[config.mk]
export PLATFORM = sky130hd
export DESIGN_NAME = idpin_regs
export DESIGN_NICKNAME = d
export VERILOG_FILES = /design/src/idpin_pkg.sv /design/src/idpin_ahb_front.sv /design/src/idpin_regs.sv
export SDC_FILE = /design/constraint.sdc
export NUM_CORES = 1
export LEC_CHECK = 0
export BUFFER_PORTS_ARGS = -buffer_cell sky130_fd_sc_hd__buf_2
export CAP_MARGIN = 20
export CORE_MARGIN = 3
export CORE_UTILIZATION = 42
export DETAILED_ROUTE_END_ITERATION = 16
export PLACE_DENSITY = 0.86
export SLEW_MARGIN = 20
export SYNTH_ARGS = -nofsm -noshare
export SYNTH_HDL_FRONTEND = slang
export SYNTH_HIERARCHICAL = 1
export SYNTH_SLANG_ARGS = --single-unit
[constraint.sdc]
create_clock -name clock -period 2.35 [get_ports clock]
set_input_delay 0.235 -clock clock [delete_from_list [all_inputs] [get_ports clock]]
set_output_delay 0.235 -clock clock [all_outputs]
set_load 0.01 [all_outputs]
[src/idpin_pkg.sv]
// Package: register map, field layout and bus types for the identity and pin bank
package idpin_pkg;
    localparam logic [11:0] IDPIN_ID_OFFS    = 12'h430;
    localparam logic [11:0] IDPIN_DATA_OFFS  = 12'h434;
    localparam logic [11:0] IDPIN_DIR_OFFS   = 12'h438;
    localparam logic [15:0] IDPIN_PART_ID    = 16'h5A5A; // Arbitrary value
    localparam logic [15:0] IDPIN_SILICON_REVISION     = 16'h0001; // Arbitrary value
    localparam int          IDPIN_PIN7_BIT   = 15;
    localparam int          IDPIN_PIN6_BIT   = 14;
    localparam logic [7:0]  IDPIN_OUT_RESET  = 8'h00;
    localparam logic [1:0]  IDPIN_DIR_RESET  = 2'h0;
    localparam logic [1:0]  IDPIN_HTRANS_NSQ = 2'h2;

    typedef struct packed {
        logic        wr_en;
        logic        rd_cap;
        logic [11:0] addr;
    } idpin_req_t;
endpackage

[src/idpin_ahb_front.sv]
// AHB-Lite slave front end: address capture, write strobe, one wait state on reads
`timescale 1ns/10ps
`default_nettype none
module idpin_ahb_front
    import idpin_pkg::*;
(
    // Clock and reset
    input  wire logic        clock,
    input  wire logic        rst,
    // AHB-Lite address phase
    input  wire logic        hsel,
    input  wire logic [31:0] haddr,
    input  wire logic [1:0]  htrans,
    input  wire logic        hwrite,
    input  wire logic        hready,
    // Handshake and request
    output logic             hreadyout,
    output idpin_req_t       req
);
    logic        dph_q;
    logic        wr_q;
    logic        wait_q;
    logic [11:0] addr_q;
    logic        take;

    assign take = hsel && htrans[1] && hready;

    always_ff @(posedge clock or posedge rst) begin
        if (rst) begin
            dph_q  <= 1'b0;
            wr_q   <= 1'b0;
            addr_q <= 12'h000;
        end else if (hreadyout) begin
            dph_q  <= take;
            wr_q   <= take && hwrite;
            addr_q <= haddr[11:0];
        end
    end

    // Reads wait one cycle so a write just before them is already visible
    always_ff @(posedge clock or posedge rst) begin
        if (rst) begin
            wait_q <= 1'b0;
        end else begin
            wait_q <= hreadyout && take && !hwrite;
        end
    end

    assign hreadyout  = !wait_q;
    // One driver for the whole carrier rather than one per member
    assign req = '{wr_en: dph_q && wr_q, rd_cap: wait_q, addr: addr_q};
endmodule
`default_nettype wire

[src/idpin_regs.sv]
// Identity word and pin data word register bank behind an AHB-Lite slave
//
// How it works
// Identity word bits 31:16 hold a fixed read-only part identifier.
// Identity word bits 15:0 hold a fixed read-only silicon revision.
// Pin data word is read/write; low byte resets zero; bits 31:16 reserved.
// Bit 15 returns the live level of general pin 7 when input.
// Bit 14 returns the live level of general pin 6 when input.
// Writes to identity and read-only bits are ignored.
//
// Local design decision: the AHB-Lite register port.
`timescale 1ns/10ps
`default_nettype none
module idpin_regs
    import idpin_pkg::*;
(
    // Clock and reset
    input  wire logic        clock,
    input  wire logic        rst,
    // AHB-Lite slave
    input  wire logic        hsel,
    input  wire logic [31:0] haddr,
    input  wire logic [1:0]  htrans,
    input  wire logic        hwrite,
    input  wire logic [2:0]  hsize,
    input  wire logic [31:0] hwdata,
    input  wire logic        hready,
    output logic             hreadyout,
    output logic             hresp,
    output logic [31:0]      hrdata,
    // General pin 7
    input  wire logic        general_pin_7_i,
    output logic             general_pin_7_o,
    output logic             general_pin_7_oe,
    // General pin 6
    input  wire logic        general_pin_6_i,
    output logic             general_pin_6_o,
    output logic             general_pin_6_oe
);
    idpin_req_t  req;
    logic [7:0]  out_q;
    logic [1:0]  dir_q;
    logic [31:0] rd_word;

    idpin_ahb_front u_front (
        .clock     (clock),
        .rst       (rst),
        .hsel      (hsel),
        .haddr     (haddr),
        .htrans    (htrans),
        .hwrite    (hwrite),
        .hready    (hready),
        .hreadyout (hreadyout),
        .req       (req)
    );

    // Only single whole-word transfers are supported, so hsize is not decoded
    assign hresp = 1'b0;

    function automatic logic hit(input logic [11:0] a, input logic [11:0] offs);
        hit = (a[11:2] == offs[11:2]);
    endfunction

    // Writable low byte; upper bits and identity take no write
    always_ff @(posedge clock or posedge rst) begin
        if (rst) begin
            out_q <= IDPIN_OUT_RESET;
        end else if (req.wr_en && hit(req.addr, IDPIN_DATA_OFFS)) begin
            out_q <= hwdata[7:0];
        end
    end

    // Direction: bit 1 drives pin 7, bit 0 drives pin 6
    always_ff @(posedge clock or posedge rst) begin
        if (rst) begin
            dir_q <= IDPIN_DIR_RESET;
        end else if (req.wr_en && hit(req.addr, IDPIN_DIR_OFFS)) begin
            dir_q <= hwdata[1:0];
        end
    end

    assign general_pin_7_o  = out_q[7];
    assign general_pin_6_o  = out_q[6];
    assign general_pin_7_oe = dir_q[1];
    assign general_pin_6_oe = dir_q[0];

    always_comb begin
        rd_word = 32'h0000_0000;
        if (hit(req.addr, IDPIN_ID_OFFS)) begin
            rd_word = {IDPIN_PART_ID, IDPIN_SILICON_REVISION};
        end else if (hit(req.addr, IDPIN_DATA_OFFS)) begin
            rd_word[7:0]           = out_q;
            rd_word[IDPIN_PIN7_BIT] = general_pin_7_i && !dir_q[1];
            rd_word[IDPIN_PIN6_BIT] = general_pin_6_i && !dir_q[0];
        end else if (hit(req.addr, IDPIN_DIR_OFFS)) begin
            rd_word[1:0] = dir_q;
        end
    end

    // Read data held from the wait cycle until the next read
    always_ff @(posedge clock or posedge rst) begin
        if (rst) begin
            hrdata <= 32'h0000_0000;
        end else if (req.rd_cap) begin
            hrdata <= rd_word;
        end
    end
endmodule
`default_nettype wire

# Word level (Yosys, flattened, before mapping)
# Cells that the tools add are included.
totals:
  register_bits: 51
classes:
  muxes: 7
  reduce_logical: 14
  n_eq_ne: 3
ops:
  columns: ["op", "count"]
  rows:
  - ["$eq 10x9->1 const B", 3]
  - ["$mux 15", 1]
  - ["$logic_and 1x1->1", 10]
  - ["$mux 2", 4]
  - ["$mux 8", 1]
  - ["$mux 6", 1]
  - ["$logic_not 1->1", 4]

# Longest topological paths before layout
logic_depth:
  word_depth: 4
  ltp_mapped: 4
  mapped_depth_nobuf: 4

# By module
# The synthesis kept the hierarchy.
modules_own_cells:
  columns: ["mod", "cells_per_inst", "n_inst", "area_each_um2", "seq_area_each_um2"]
  rows:
  - ["idpin_regs", 94, 1, 1097.3, 525.5]
  - ["idpin_ahb_front", 40, 1, 611.8, 375.4]

# Least setup slack after synthesis
# Ideal clock, no wire load.
synth_timing:
  path_kind: "register to register"
  startpoint: "reg u_front.addr_q[9]"
  endpoint: "reg dir_q[1]"
  path_stages_with_launch: 4
  arrival_ns: 1.572
  period_less_slack_ns: 1.697
  setup_ns: 0.125
  slack_ns: 0.653
  required_ns: 2.225
  path_cell_list: "dfrtp_1 or4b_4 nor4_4 mux2_2"
synth_between:
  elab_chain_len: 2
synth_lines:
  columns: ["element", "line", "rtl"]
  rows:
  - ["from (decl)", "idpin_ahb_front.sv:23", "logic [11:0] addr_q;"]
  - ["from (signal assigned)", "idpin_ahb_front.sv:36", "addr_q <= haddr[11:0];"]
  - ["$eq 10x9->1", "idpin_regs.sv:61", "hit = (a[11:2] == offs[11:2]);"]
  - ["$logic_and 1x1->1", "idpin_regs.sv:77", "end else if (req.wr_en && hit(req.addr, IDPIN_DIR_OFFS)) begin"]
  - ["to (signal assigned)", "idpin_regs.sv:78", "dir_q <= hwdata[1:0];"]
  - ["to (decl)", "idpin_regs.sv:42", "logic [1:0] dir_q;"]
# No other way between the ends.
# A chain may end at the register's enable or synchronous reset.

# Worst setup path after layout
layout_timing:
  startpoint: "reg u_front.addr_q[9]"
  endpoint: "reg out_q[2]"
layout_between:
  elab_chain_len: 2
layout_lines:
  columns: ["element", "line", "rtl"]
  rows:
  - ["$eq 10x9->1", "idpin_regs.sv:61", null]
  - ["$logic_and 1x1->1", "idpin_regs.sv:68", "end else if (req.wr_en && hit(req.addr, IDPIN_DATA_OFFS)) begin"]
  - ["to (signal assigned)", "idpin_regs.sv:69", "out_q <= hwdata[7:0];"]
  - ["to (decl)", "idpin_regs.sv:41", "logic [7:0] out_q;"]
# No other way between the ends.

==> reports/results.ini <==
[drt]
detail_route.iter0.violations = 23
total_routed_wirelength_um = 2920
drt.antenna.violating_nets = 0
remaining_drc_errors = 0
avgRoutedWirePerCell_um = 13.0
drt-vias-per-instance = 4.87
firstDrtPassIters = 4
vias = 1090

[timing]
worst_clock_skew_ns = 0.00592
timing.final.crit_period_ns = 1.83
setup_violations = 0
slew_worst_pin_ns = 0.787
grt_setup_unrepaired = no
max_slew_violation_count = 0
finalCritPeriodShare = 0.778
maxSlewHeadroom = 0.474
final.setup.tns_ns = 0
max_freq_mhz = 547
finalHoldViolCount = 0

[cts]
clkLatencyLatePin_ns = 0.28
setup_fix_buffers_added_after_clock_tree_synthesis = 0
cts_inserted_buffers = 5
cts-htree-levels = 2
cts_buffer_depth = 2
cts_tree = built
clk_pin_slew_ns = 0.06
post_cts_resize_count = 0
clockRootBuffer = clkbuf_8
cts.sink_count = 34
cts_hold_repair.buffers = 1

[worst_hold_path]
min_from = hwrite
min-delay-path-class = input port to flip-flop

[worst_setup_path]
worst-path-buf-inv = 0
timing.critical_path.cells = nor4b_2 > nand4_1 > mux2_2
setup.worst_path.start = u_front/addr_q[9]$_DFFE_PP0N_
crit_slowest_cell = nand4_1
worstPathMaxFanout = 8
worst-r2r-setup-slack_ns = 0.52
crit_required_ns = 2.52
crit_path_start_kind = flip-flop
regToRegEndpoint = out_q[2]$_DFFE_PP0P_
timing.critical_path.to = out_q[2]$_DFFE_PP0P_
cpLargestDelayFamily = simple AND/OR/NAND/NOR gates
slowest_stage_delay_on_critical_path_ns = 0.46
crit_end_category = flip-flop
critPathArrivalTime_ns = 2.00
regToRegStartpoint = u_front/addr_q[9]$_DFFE_PP0N_
path_depth = 3
worstSetupPathType = flip-flop to flip-flop
ff2ff_path_depth = 3

[pwr]
p_sw_mw = 0.255
power.leakage_nw = 0.939
p_sw_frac = 0.209
power.density_nw_per_um2 = 641
power_frac_clock = 0.417
worst_ir_drop_vdd_mv = 0.403
seqPwrFrac = 0.509
intPower_mw = 0.966
pwr-share-comb = 0.074

[placed_design]
placedCellCount = 215
place_congestion = 0.796
dpl-instance-area_sq_um = 1790
port_buffers = 48

[die]
design.die.area_sq_um = 4680
initial_utilization = 0.440
chipHeight_um = 68.4
io-pin-count = 114
fp.coreArea_sq_um = 3720
chip_width_um = 68.4
rows = 22

[yosys]
synth.avg_cell_area_sq_um = 12.6
synth.yosys.warnings = 6
syn-instance-count = 130
syn_area_sq_um = 1640

[flow_run]
drv_cap = 0

[cells_and_area]
post_layout_cell_count = 224
synthToLayoutAreaGrowth_pct = 16.4
n_antenna_cell = 0
final_cell_area_sq_um = 1910
num-nets-final = 251
final_layout_size_suffix_gt1_frac = 0.449

[global_route]
grt_antenna_before_repair = 0
first_global_vias = 947
grt_start_max_net_pins = 28
global_route.usage.total = 0.135
gr-total-overflow = 0
wire_length_of_the_first_global_routing_pass_um = 4440

[run_status]
run_status = completed

-- cell usage in the layout, fill, tap and decap left out, drive strengths merged, types with 2 or more instances in the layout --
master,n
buf,49
dfrtp,34
mux2,21
conb,15
nand2,11
o2bb2ai,8
clkbuf,7
inv,4
nand4,3
o21ai,3
nor2b,2
nand3,2
nand3b,2
-- through the flow --
step | worst slack, ns | total power, mW | hold slack (ns) | utilization
floorplan | 0.653 | 0.707 | 0.112 | -
global placement | 0.568 | 0.718 | 0.275 | 0.481
detailed placement | 0.537 | 0.722 | 0.279 | 0.481
CTS | 0.502 | 1.23 | 0.111 | 0.513
global route | 0.444 | 1.27 | 0.116 | 0.513
finish | 0.522 | 1.22 | 0.116 | 0.513
-- state kept, by name, summed over array words and instances (netlist names) --
name / count
u_front/addr_q: 10
out_q: 8
u_front/wr_q: 1
hrdata: 11
dir_q: 2
u_front/dph_q: 1
u_front/wait_q: 1
-- power by group through the flow --
stage	combinational, mW	clock [mW]	sequential (mW)
2_1_floorplan	0.0782	0	0.629
3_3_place_gp	0.0877	0	0.631
3_5_place_dp	0.0897	0	0.632
4_1_cts	0.0917	0.521	0.621
5_1_grt	0.103	0.543	0.623
6_report	0.0902	0.509	0.621
-- layer usage --
metal	track usage	part of all wire	wire length, um	vias to the layer above
met5	0	0	0	-
met4	0.0670	0.020	59	0
met3	0.0460	0.068	199	5
met2	0.210	0.50	1470	47
met1	0.165	0.41	1190	529
li1	-	-	-	509
-- layout make-up --
cell class,count,area (sq um)
timing repair buffer,50,258
tap,48,60.1
fill,337,1810
clock inverter,1,30.0
clock buffer,7,76.3
multi-input combinational,79,612
inverter,5,18.8
sequential,34,851
-- worst min-delay path by stage --
stage | end | slack [ns] | cells past startpoint
floorplan | u_front/addr_q[10]$_DFFE_PP0N_ | 0.11 | 1
global placement | u_front/addr_q[2]$_DFFE_PP0N_ | 0.28 | 2
CTS | u_front/wait_q$_DFF_PP0_ | 0.11 | 2
detailed placement | u_front/addr_q[2]$_DFFE_PP0N_ | 0.28 | 2
global route | u_front/wait_q$_DFF_PP0_ | 0.12 | 2
finish | u_front/wait_q$_DFF_PP0_ | 0.12 | 2
Note: power is estimated with default switching activity, not from simulation.
